File: config.mk
export PLATFORM = sky130hd
export DESIGN_NAME = fct_timer
export DESIGN_NICKNAME = d
export VERILOG_FILES = /design/src/hw/fct_pkg.sv /design/src/hw/fct_rel_if.sv /design/src/hw/fct_release.sv /design/src/hw/fct_timer.sv
export SDC_FILE = /design/constraint.sdc
export NUM_CORES = 1
export LEC_CHECK = 0
export ABC_AREA = 1
export BUFFER_PORTS_ARGS = -buffer_cell sky130_fd_sc_hd__buf_2
export CORE_MARGIN = 4
export CORE_UTILIZATION = 25
export CTS_CLUSTER_SIZE = 40
export DETAILED_ROUTE_END_ITERATION = 8
export SLEW_MARGIN = 40
export SYNTH_ARGS = -nofsm -noshare
export SYNTH_HDL_FRONTEND = slang
export SYNTH_HIERARCHICAL = 1
export SYNTH_SLANG_ARGS = --single-unit
export TNS_END_PERCENT = 30
File: constraint.sdc
create_clock -name clk -period 2.3 [get_ports clk]
set_input_delay 0.23 -clock clk [delete_from_list [all_inputs] [get_ports clk]]
set_output_delay 0.23 -clock clk [all_outputs]
set_load 0.02 [all_outputs]
File: src/hw/fct_pkg.sv
// Purpose: Shared constants and types for the fixed-cycle timer block
// Assumes: 125 MHz system clock, byte-wide register port
// Notes:   Auto-release counts derive from times in ns and the clock period

package fct_pkg;

	// ------------------------------------------------------------
	// Types
	// ------------------------------------------------------------
	typedef logic [7:0] fct_byte_t;
	typedef logic [11:0] fct_count_t;

	typedef enum logic [1:0] {
		FCT_IDLE = 2'b01,
		FCT_RUN  = 2'b10
	} fct_state_t;

	// ------------------------------------------------------------
	// Register offsets
	// ------------------------------------------------------------
	localparam fct_byte_t ADDR_PRESET_LOW = 8'h0B;
	localparam fct_byte_t ADDR_PRESET_HIGH = 8'h0C;
	localparam fct_byte_t ADDR_EXT_CONFIG = 8'h0D;
	localparam fct_byte_t ADDR_EVENT_FLAGS = 8'h0E;
	localparam fct_byte_t ADDR_IRQ_CONTROL = 8'h0F;

	// ------------------------------------------------------------
	// Field positions
	// ------------------------------------------------------------
	localparam int EXT_RUN_ENABLE_BIT = 4;
	localparam int EXT_SRC_HI_BIT = 1;
	localparam int EXT_SRC_LO_BIT = 0;
	localparam int FLAG_TIMER_EVENT_BIT = 4;
	localparam int CTL_TIMER_IRQ_EN_BIT = 4;
	localparam fct_byte_t FLAG_WRITABLE_MASK = 8'h10;
	localparam fct_byte_t CTL_WRITABLE_MASK = 8'hFD;

	// ------------------------------------------------------------
	// Reset values
	// ------------------------------------------------------------
	localparam fct_byte_t RST_PRESET_LOW = 8'h00;
	localparam fct_byte_t RST_PRESET_HIGH = 8'h00;
	localparam fct_byte_t RST_EXT_CONFIG = 8'h00;
	localparam fct_byte_t RST_IRQ_CONTROL = 8'h00;
	localparam fct_count_t RST_COUNT = 12'h000;
	localparam fct_count_t COUNT_ONE = 12'h001;

	// ------------------------------------------------------------
	// Source select codes
	// ------------------------------------------------------------
	localparam logic [1:0] SRC_4096HZ = 2'b00;
	localparam logic [1:0] SRC_64HZ = 2'b01;
	localparam logic [1:0] SRC_SECOND = 2'b10;
	localparam logic [1:0] SRC_MINUTE = 2'b11;

	// ------------------------------------------------------------
	// Timing
	// ------------------------------------------------------------
	localparam int CLK_PERIOD_NS = 8;
	localparam int RTN_SHORT_NS = 122000;
	localparam int RTN_LONG_NS = 7812500;
	// Longest times, so rounded down
	localparam int RTN_SHORT_CYCLES = RTN_SHORT_NS / CLK_PERIOD_NS;
	localparam int RTN_LONG_CYCLES = RTN_LONG_NS / CLK_PERIOD_NS;
	localparam int RTN_CNT_W = 20;

endpackage : fct_pkg

File: src/hw/fct_rel_if.sv
// Purpose: Carries auto-release requests between the timer and its release counter
// Assumes: One clock domain
// Notes:   start and abort are single-cycle pulses

interface fct_rel_if;
	logic start;
	logic abort;
	logic long_sel;
	logic done;

	modport ctrl (output start, output abort, output long_sel, input done);
	modport cnt (input start, input abort, input long_sel, output done);
endinterface : fct_rel_if

File: src/hw/fct_release.sv
// Purpose: Counts the interrupt auto-release period after each event that sets the interrupt (timer irq enabled)
// Assumes: start and abort are one-cycle pulses, ce freezes the count
// Notes:   done pulses once when the period has elapsed

module fct_release #(
	parameter int SHORT_CYCLES = fct_pkg::RTN_SHORT_CYCLES,
	parameter int LONG_CYCLES = fct_pkg::RTN_LONG_CYCLES
) (
	input wire logic clk,
	input wire logic srst,
	input wire logic ce,
	fct_rel_if.cnt rel
);
	import fct_pkg::*;

	localparam logic [RTN_CNT_W-1:0] SHORT_LOAD = RTN_CNT_W'(SHORT_CYCLES - 1);
	localparam logic [RTN_CNT_W-1:0] LONG_LOAD = RTN_CNT_W'(LONG_CYCLES - 1);

	logic [RTN_CNT_W-1:0] cnt_q;
	logic busy_q;
	logic done_q;

	wire expire = busy_q && (cnt_q == '0) && !rel.start;

	always_ff @(posedge clk) begin
		if (srst) begin
			cnt_q <= '0;
			busy_q <= 1'b0;
			done_q <= 1'b0;
		end else if (ce) begin
			done_q <= expire;
			if (rel.start) begin
				cnt_q <= rel.long_sel ? LONG_LOAD : SHORT_LOAD;
				busy_q <= 1'b1;
			end else if (rel.abort || expire) begin
				busy_q <= 1'b0;
			end else if (busy_q) begin
				cnt_q <= cnt_q - 1'b1;
			end
		end
	end

	assign rel.done = done_q;

endmodule // fct_release

File: src/hw/fct_timer.sv
// Purpose: Fixed-cycle countdown timer with event flag and shared interrupt output
// Assumes: Serial bus engine presents completed byte writes and reads on a byte port
// Notes:   Source ticks are one-cycle pulses from the clock dividers and update logic

module fct_timer #(
	parameter int SHORT_CYCLES = fct_pkg::RTN_SHORT_CYCLES,
	parameter int LONG_CYCLES = fct_pkg::RTN_LONG_CYCLES
) (
	input wire logic clk,
	input wire logic srst,
	input wire logic ce,
	input wire logic reg_wr,
	input wire logic reg_rd,
	input wire fct_pkg::fct_byte_t reg_addr,
	input wire fct_pkg::fct_byte_t reg_wdata,
	output fct_pkg::fct_byte_t reg_rdata,
	input wire logic tick_4096hz,
	input wire logic tick_64hz,
	input wire logic tick_second,
	input wire logic tick_minute,
	input wire logic clock_halt,
	input wire logic update_irq_req,
	input wire logic alarm_irq_req,
	output logic irq_n_out,
	output logic irq_n_oe,
	output logic timer_event,
	output logic timer_running
);
	import fct_pkg::*;

	// ------------------------------------------------------------
	// Helpers
	// ------------------------------------------------------------
	function automatic logic addr_hit(input fct_byte_t a, input fct_byte_t b);
		addr_hit = (a == b);
	endfunction

	function automatic logic pick_tick(input logic [1:0] sel, input logic [3:0] ticks);
		pick_tick = ticks[sel];
	endfunction

	// ------------------------------------------------------------
	// Register storage
	// ------------------------------------------------------------
	fct_byte_t preset_low_q;
	fct_byte_t preset_high_q;
	fct_byte_t ext_config_q;
	fct_byte_t irq_control_q;
	logic timer_event_flag_q;
	fct_byte_t rdata_q;

	// ------------------------------------------------------------
	// Countdown and interrupt state
	// ------------------------------------------------------------
	fct_state_t state_q;
	fct_state_t state_d;
	fct_count_t count_q;
	fct_count_t count_d;
	logic irq_low_q;
	logic event_q;

	fct_rel_if rel ();

	// ------------------------------------------------------------
	// Address decode
	// ------------------------------------------------------------
	wire hit_low = addr_hit(reg_addr, ADDR_PRESET_LOW);
	wire hit_high = addr_hit(reg_addr, ADDR_PRESET_HIGH);
	wire hit_ext = addr_hit(reg_addr, ADDR_EXT_CONFIG);
	wire hit_flags = addr_hit(reg_addr, ADDR_EVENT_FLAGS);
	wire hit_ctl = addr_hit(reg_addr, ADDR_IRQ_CONTROL);

	wire wr_low = reg_wr && hit_low;
	wire wr_high = reg_wr && hit_high;
	wire wr_ext = reg_wr && hit_ext;
	wire wr_flags = reg_wr && hit_flags;
	wire wr_ctl = reg_wr && hit_ctl;

	// ------------------------------------------------------------
	// Field views
	// ------------------------------------------------------------
	wire timer_run_enable = ext_config_q[EXT_RUN_ENABLE_BIT];
	wire source_select_hi = ext_config_q[EXT_SRC_HI_BIT];
	wire source_select_lo = ext_config_q[EXT_SRC_LO_BIT];
	wire [1:0] source_sel = {source_select_hi, source_select_lo};
	wire timer_irq_enable = irq_control_q[CTL_TIMER_IRQ_EN_BIT];
	wire fct_count_t preset = {preset_high_q[3:0], preset_low_q};

	wire new_run_enable = reg_wdata[EXT_RUN_ENABLE_BIT];
	wire new_irq_enable = reg_wdata[CTL_TIMER_IRQ_EN_BIT];
	wire new_event_flag = reg_wdata[FLAG_TIMER_EVENT_BIT];

	// Run enable going 0 to 1 on the completing write starts the count
	wire run_start = wr_ext && new_run_enable && !timer_run_enable;
	wire run_stop = wr_ext && !new_run_enable && timer_run_enable;

	// ------------------------------------------------------------
	// Source clock selection
	// ------------------------------------------------------------
	// Second and minute ticks come straight from the calendar update strobes,
	// so steps and events land on the update instants
	wire [3:0] ticks = {tick_minute, tick_second, tick_64hz, tick_4096hz};
	wire src_halted = clock_halt && (source_sel != SRC_4096HZ);
	wire step = pick_tick(source_sel, ticks) && !src_halted;

	// ------------------------------------------------------------
	// Countdown state machine
	// ------------------------------------------------------------
	logic fire;

	always_comb begin
		state_d = state_q;
		count_d = count_q;
		fire = 1'b0;
		case (state_q)
			FCT_IDLE: begin
				if (run_start) begin
					state_d = FCT_RUN;
					count_d = preset;
				end
			end
			FCT_RUN: begin
				if (run_stop) begin
					state_d = FCT_IDLE;
				end else if (step) begin
					if (count_q == COUNT_ONE) begin
						fire = 1'b1;
						count_d = preset;
					end else if (count_q == RST_COUNT) begin
						// Zero preset never fires; keep reloading
						count_d = preset;
					end else begin
						count_d = count_q - COUNT_ONE;
					end
				end
			end
			default: begin
				state_d = FCT_IDLE;
			end
		endcase
	end

	always_ff @(posedge clk) begin
		if (srst) begin
			state_q <= FCT_IDLE;
		end else if (ce) begin
			state_q <= state_d;
		end
	end

	always_ff @(posedge clk) begin
		if (srst) begin
			count_q <= RST_COUNT;
		end else if (ce) begin
			count_q <= count_d;
		end
	end

	// ------------------------------------------------------------
	// Register writes
	// ------------------------------------------------------------
	// Preset writes while running are stored as is; the host keeps them apart
	wire fct_byte_t preset_low_d = wr_low ? reg_wdata : preset_low_q;
	wire fct_byte_t preset_high_d = wr_high ? reg_wdata : preset_high_q;
	wire fct_byte_t ext_config_d = wr_ext ? reg_wdata : ext_config_q;
	wire fct_byte_t irq_control_d = wr_ctl ? (reg_wdata & CTL_WRITABLE_MASK) : irq_control_q;

	// ------------------------------------------------------------
	// Register flip-flops
	// ------------------------------------------------------------
	always_ff @(posedge clk) begin
		if (srst) begin
			preset_low_q <= RST_PRESET_LOW;
		end else if (ce) begin
			preset_low_q <= preset_low_d;
		end
	end

	always_ff @(posedge clk) begin
		if (srst) begin
			preset_high_q <= RST_PRESET_HIGH;
		end else if (ce) begin
			preset_high_q <= preset_high_d;
		end
	end

	always_ff @(posedge clk) begin
		if (srst) begin
			ext_config_q <= RST_EXT_CONFIG;
		end else if (ce) begin
			ext_config_q <= ext_config_d;
		end
	end

	always_ff @(posedge clk) begin
		if (srst) begin
			irq_control_q <= RST_IRQ_CONTROL;
		end else if (ce) begin
			irq_control_q <= irq_control_d;
		end
	end

	// ------------------------------------------------------------
	// Event flag
	// ------------------------------------------------------------
	// A new event beats a clear written in the same cycle
	wire flag_clear = wr_flags && !new_event_flag;

	always_ff @(posedge clk) begin
		if (srst) begin
			timer_event_flag_q <= 1'b0;
		end else if (ce) begin
			if (fire) begin
				timer_event_flag_q <= 1'b1;
			end else if (flag_clear) begin
				timer_event_flag_q <= 1'b0;
			end
		end
	end

	// ------------------------------------------------------------
	// Interrupt output
	// ------------------------------------------------------------
	wire irq_set = fire && timer_irq_enable;
	wire irq_flag_drop = flag_clear && timer_event_flag_q;
	wire irq_en_drop = wr_ctl && !new_irq_enable && timer_irq_enable;
	wire irq_release = rel.done || irq_flag_drop || irq_en_drop || run_stop;

	assign rel.start = ce && irq_set;
	assign rel.abort = ce && irq_release && !irq_set;
	assign rel.long_sel = (source_sel != SRC_4096HZ);

	always_ff @(posedge clk) begin
		if (srst) begin
			irq_low_q <= 1'b0;
		end else if (ce) begin
			if (irq_set) begin
				irq_low_q <= 1'b1;
			end else if (irq_release) begin
				irq_low_q <= 1'b0;
			end
		end
	end

	// ------------------------------------------------------------
	// Auto-release counter
	// ------------------------------------------------------------
	// Run stop releases at once, well inside the auto-release bound
	fct_release #(
		.SHORT_CYCLES(SHORT_CYCLES),
		.LONG_CYCLES(LONG_CYCLES)
	) u_release (
		.clk(clk),
		.srst(srst),
		.ce(ce),
		.rel(rel)
	);

	// ------------------------------------------------------------
	// Shared open-drain pin
	// ------------------------------------------------------------
	// Open-drain: only ever pull low
	wire irq_any = irq_low_q || update_irq_req || alarm_irq_req;
	assign irq_n_out = 1'b0;
	assign irq_n_oe = irq_any;

	// ------------------------------------------------------------
	// Status outputs
	// ------------------------------------------------------------
	always_ff @(posedge clk) begin
		if (srst) begin
			event_q <= 1'b0;
		end else if (ce) begin
			event_q <= fire;
		end
	end

	assign timer_event = event_q;
	assign timer_running = (state_q == FCT_RUN);

	// ------------------------------------------------------------
	// Register reads
	// ------------------------------------------------------------
	// Only the timer flag lives here; other flag bits belong to other blocks
	wire fct_byte_t flags_view = FLAG_WRITABLE_MASK & {8{timer_event_flag_q}};
	fct_byte_t rd_mux;

	always_comb begin
		if (hit_low) begin
			rd_mux = preset_low_q;
		end else if (hit_high) begin
			rd_mux = preset_high_q;
		end else if (hit_ext) begin
			rd_mux = ext_config_q;
		end else if (hit_flags) begin
			rd_mux = flags_view;
		end else if (hit_ctl) begin
			rd_mux = irq_control_q;
		end else begin
			rd_mux = 8'h00;
		end
	end

	// ------------------------------------------------------------
	// Read data register
	// ------------------------------------------------------------
	wire fct_byte_t rdata_d = reg_rd ? rd_mux : rdata_q;

	always_ff @(posedge clk) begin
		if (srst) begin
			rdata_q <= 8'h00;
		end else if (ce) begin
			rdata_q <= rdata_d;
		end
	end

	assign reg_rdata = rdata_q;

endmodule // fct_timer

Word level (Yosys, flattened, before mapping)
Index checks and enable logic that the tools add are counted.

Register bits: 78. Word-level logic and storage cells: 110. Output and inout port bits: 12.

Order comparisons: 1. Mux-type cells: 30. Equality and inequality tests: 13. Add/sub/neg operators: 2. Reduce and logical (&&, ||, !) cells: 51.

Operators by type and width (count): $mux 20 (4); $mux 12 (5); $eq 8x4->1 const B (5); $mux 8 (5); $pmux 12 s2 (1); $logic_and 1x1->1 (21); $logic_not 20->1 (1); $sub 20x1->20 const B (1); $reduce_and 2->1 (8); $eq 12x1->1 const B (1); $logic_not 12->1 (1); $reduce_bool 2->1 (6); $sub 12x1->12 const B (1); $mux 1 (11); $logic_or 1x1->1 (6); $ne 2x1->1 const B (3); $reduce_and 3->1 (2); $logic_not 1->1 (5); $reduce_and 5->1 (1); $mux 2 (2); $ne 2x2->1 const B (2); $pmux 2 s2 (1); $lt 2x3->1 const B (1); $bmux 1 s2 (1); other kinds (2) (2).

Logic depth before layout (Yosys ltp)
Word-level depth: 14. Depth in mapped cells: 17. Gate-level depth less buffers: 15.

Modules after synthesis
The synthesis kept the hierarchy.

By module, submodules not included: fct_timer (times used 1, area each 2969.1 um2, cells an instance 461); fct_release (times used 1, area each 1490.2 um2, cells an instance 238).

Worst setup path after synthesis
OpenSTA, ideal clock, no wires.

Path type: register to register. Start point: register state_q[1]. End point: register u_release.cnt_q[2]. Cell stages (with the launch flop): 12. Buffers on the path: 2. Library setup time: 115 ps. Data arrival time: 2118 ps. Path slack: 67 ps. Data required time: 2185 ps. Cells stage by stage: dfxtp_1 > inv_1 > nor2_1 > nand3_1 > nor4_1 > clkbuf_1 > nand2_1 > nand2_4 > inv_4 > buf_6 > a21oi_1 > nor2_1.

Longest elaborated chain between the ends: 9. Elaborated cells on any way between the ends: 13. Classes of those cells: eq/ne: 2; mux: 2; reduce/logical: 9.

RTL lines: start, declared (RTL line fct_timer.sv:55) `fct_state_t state_q;`; start signal, assigned (RTL line fct_timer.sv:147) `state_q <= state_d;`; $eq 2x2->1 (*); named net timer_running (RTL line fct_timer.sv:27) `output logic timer_running`; $mux 1 (*) (RTL line fct_timer.sv:115) `case (state_q)`; $logic_and 1x1->1 (*) (RTL line fct_timer.sv:224) `wire irq_set = fire && timer_irq_enable;`; $logic_and 1x1->1 (*) (RTL line fct_timer.sv:229) `assign rel.start = ce && irq_set;`; named net rel.start (RTL line fct_rel_if.sv:6) `logic start;`; $logic_not 1->1 (RTL line fct_release.sv:23) `wire expire = busy_q && (cnt_q == '0) && !rel.start;`; $logic_and 1x1->1 (RTL line fct_release.sv:23); $logic_or 1x1->1 (RTL line fct_release.sv:35) `end else if (rel.abort || expire) begin`; $ne 2x1->1 (no line); $reduce_and 3->1 (no line); end signal, assigned (RTL line fct_release.sv:33) `cnt_q <= rel.long_sel ? LONG_LOAD : SHORT_LOAD;`; end signal, assigned (RTL line fct_release.sv:38) `cnt_q <= cnt_q - 1'b1;`; end, declared (RTL line fct_release.sv:19) `logic [RTN_CNT_W-1:0] cnt_q;`.

The timed path passes the listed nets; every way through them passes the cells marked *. A chain may end at the register's enable or synchronous reset.

Final worst setup path
Start point: register ext_config_q[0]. End point: register u_release.cnt_q[12].

Longest elaborated chain between the ends: 14. Elaborated cells on any way between the ends: 21. Classes of those cells: eq/ne: 1; mux: 7; reduce/logical: 13.

RTL lines: start, declared (RTL line fct_timer.sv:47) `fct_byte_t ext_config_q;`; start signal, assigned (RTL line fct_timer.sv:191) `ext_config_q <= ext_config_d;`; parallel branches: the longest is 3 deep, another holds $bmux 1 s2; $logic_and 1x1->1 (*) (RTL line fct_timer.sv:104) `wire step = pick_tick(source_sel, ticks) && !src_halted;`; $mux 1 (*) (RTL line fct_timer.sv:125) `end else if (step) begin`; $mux 1 (*) (RTL line fct_timer.sv:123) `if (run_stop) begin`; $mux 1 (*) (RTL line fct_timer.sv:115); $logic_and 1x1->1 (*) (RTL line fct_timer.sv:224); $logic_and 1x1->1 (*) (RTL line fct_timer.sv:229); named net rel.start (RTL line fct_rel_if.sv:6); $logic_not 1->1 (RTL line fct_release.sv:23); $logic_and 1x1->1 (RTL line fct_release.sv:23); $logic_or 1x1->1 (RTL line fct_release.sv:35); $ne 2x1->1 (no line); $reduce_and 3->1 (no line).

Mark *: on every way through the listed nets, which the timed path passes. The select of a mux whose other input is x is not followed.

==> results.cfg <==
[routing]
viasPerCell = 4.40
drt_iter0_drc = 269
dr.pass1.iters = 7
drc = 0
ant_nets = 0
vias = 4294
wl_per_cell_um = 12.8
drt-total-wl_mm = 12.5

[worst_setup_path]
required_ns = 2.58
slowest_stage = dfxtp_4
slowest_delay_ns = 0.39
crit_chain = inv_4, nand2_1, nand3_1, a21oi_2, nand3_2, nor4_4, inv_2, nand3_2, nor2_1, nand3_4, nand3_4, nand2_8, buf_6, nand3_1, a21oi_1
critPathLaunchType = register
crit_buf_inv = 3
arrival_ns = 2.45
critPathTopFamily = simple AND/OR/NAND/NOR gates
criticalPathCategory = reg -> reg
path_max_fanout = 8
cp-end-kind = register
rr_worst_depth = 15
cp.depth = 15

[cts]
cts_buffers = 9
htreeDepth = 3
cts_tree = built
clk_pin_slew_ns = 0.07
cts_sinks = 78
clkLatencyLatePin_ns = 0.35
root_buffer = clkbuf_16
clk_path_buf_depth = 2
ctsHoldBuffers = 0

[hold_path]
hp-class = in -> reg
min_path_cells = 3

[timing]
finalSetupViolations = 0
fmax_mhz = 461
finalCriticalPeriod_ns = 2.17
finalHoldViolCount = 0
fin_crit_sh_pct = 94.4
slew_violations = 0
clock_skew_ns = 0.00910

[placed_design]
hpwl_mm = 9.31
io_buffers = 38
gp_congestion = 0.857
post_dp_cell_area_um2 = 4930

[synthesis]
yosysWarnings = 6
synth-async-reset-ratio_pct = 0
synth-seq-area-share_pct = 35.0
synth_nets = 732
yosysUniqueCellTypes = 41
yosys-top-cells-count = nand2_1 (168), nor2_1 (110), inv_1 (85)
netlist_instances = 699
synth_area_leaders = dfxtp_1 (35%), nand2_1 (14%), nor2_1 (9.3%)
yosysMostFrequentCell = nand2_1
synth_seq_cells = 78
synth_edf_count = 0
syn-mean-instance-area_um2 = 6.38
netlist_area_um2 = 4460
synth_area_leader_cell = dfxtp_1
yosys_most_used_dff = dfxtp_1
synth_top_area_share_pct = 35.0

[floorplanning]
core_um2 = 17400
die_h_um = 142
die_w_um = 142
num_rows = 48
initial_core_util_pct = 25.6
io_pins = 40
design.die.area_um2 = 20000

[cells_and_area]
diodes = 0
design_area_um2 = 5370
area_growth_pct = 20.5
nNetsFinal = 779
drive_above_1_share_pct = 15.7

[power_and_ir_drop]
finalPower_mw = 3.52
p_leak_nw = 2.49
power_density_nw_per_um2 = 656
ir_drop_mv = 0.323

[global_routing]
grt_start_max_net_pins = 42
antenna_found_initial = 0
grt_overflow = 0
grt_pass1_wl_mm = 20.3
grtUsageTotal_pct = 12.7
grt_pass1_vias = 3955

[run_status]
status = complete, no violations

[job]
cap_violations = 0
## power by group
part           total [mW]  switching [mW]  internal (mW)
Sequential           1.39          0.0187           1.38
Clock                1.70           0.607           1.09
Combinational       0.434           0.278          0.156
Total                3.52           0.903           2.62
## layout make-up
cell class | instances | area [µm²]
Inverter | 89 | 344
Clock inverter | 5 | 106
Timing Repair Buffer | 58 | 352
Tap cell | 225 | 282
Clock buffer | 10 | 239
Multi-Input combinational cell | 510 | 2480
Fill cell | 1923 | 12000
Sequential cell | 78 | 1570
## state kept, by name (all words and copies together) (netlist names)
register,cells
count_q,12
ext_config_q,8
irq_control_q,7
irq_low_q,1
preset_high_q,8
preset_low_q,8
reg_rdata,8
state_q,2
timer_event,1
timer_event_flag_q,1
u_release/busy_q,1
u_release/cnt_q,20
u_release/rel.done,1
## cell families (layout without fill, tap and decap cells)
group,Yosys count,count (layout),synth area share (%)
AOI/OAI and AO/OA,124,124,14.5
xor gates and xnor gates,10,10,1.96
adders and majority gates,5,5,1.40
buffers and inverters,111,162,10.5
DFF,78,78,35.0
other,1,1,0.0841
and+or+nand+nor,370,370,36.5
## layer usage
layer  share of wire [%]  vias to the layer above  global-route usage, %
li1                    -                     2308                      -
met1                  51                     1903                   17.7
met2                  43                       71                   19.4
met3                 4.1                       12                   2.83
met4                 1.2                        0                   3.79
met5                   0                        -                      0
## cells in the final DEF (no fill, tap or decap), types with 2 or more instances in the layout
cell,count
nor2_1,108
nand2_1,168
xor2_1,8
o21ai_1,14
nor2_2,6
nand4_1,8
nand2_2,9
bufinv_16,3
nand3_2,5
a21oi_1,51
a21oi_2,5
nand3_1,46
inv_2,2
ha_1,5
buf_4,17
xnor2_1,2
o211ai_1,2
clkbuf_16,9
inv_6,2
buf_2,38
buf_6,3
nor2_4,6
dfxtp_1,77
inv_1,83
clkinv_2,2
nand3_4,2
nor3_1,4
o21ai_0,48
## repair_timing
item | 4_1_cts | 5_1_grt
gates resized for setup | 2 | 19
endpoints found under the setup margin | 18 | 20
cloned | 0 | 0
setup buffers | 0 | 4
pin swaps | 0 | 8
## path summary, 6_finish.rpt
kind,from,end,slack [ns]
max reg2reg,ext_config_q[0],u_release/cnt_q[12],0.13
min,reg_wdata[5],preset_high_q[5],0.18
max,ext_config_q[0],u_release/cnt_q[12],0.13
min reg2reg,irq_control_q[3],irq_control_q[3],0.45
## stage by stage
step	setup slack [ns]	hold WS (ns)	util [%]	instances	TNS (ns)
after global routing	-0.0256	0.191	30.8	975	-0.258
after floorplan	0.0671	0.323	-	699	0
final	0.129	0.177	30.8	975	0
after CTS	0.0398	0.168	30.3	971	0
after global placement	-0.0193	0.435	28.3	956	-0.0359
after detailed placement	-0.0565	0.437	28.3	956	-0.117
## worst register-to-register path: cells and delay by family, from the launching register on
| family | cells | cell delay [ns] |
|---|---|---|
| DFF | 1 | 0.39 |
| buffers and inverters | 3 | 0.26 |
| and+or+nand+nor | 10 | 1.13 |
| AOI/OAI and AO/OA | 2 | 0.32 |
(Power assumes the default switching activity.)
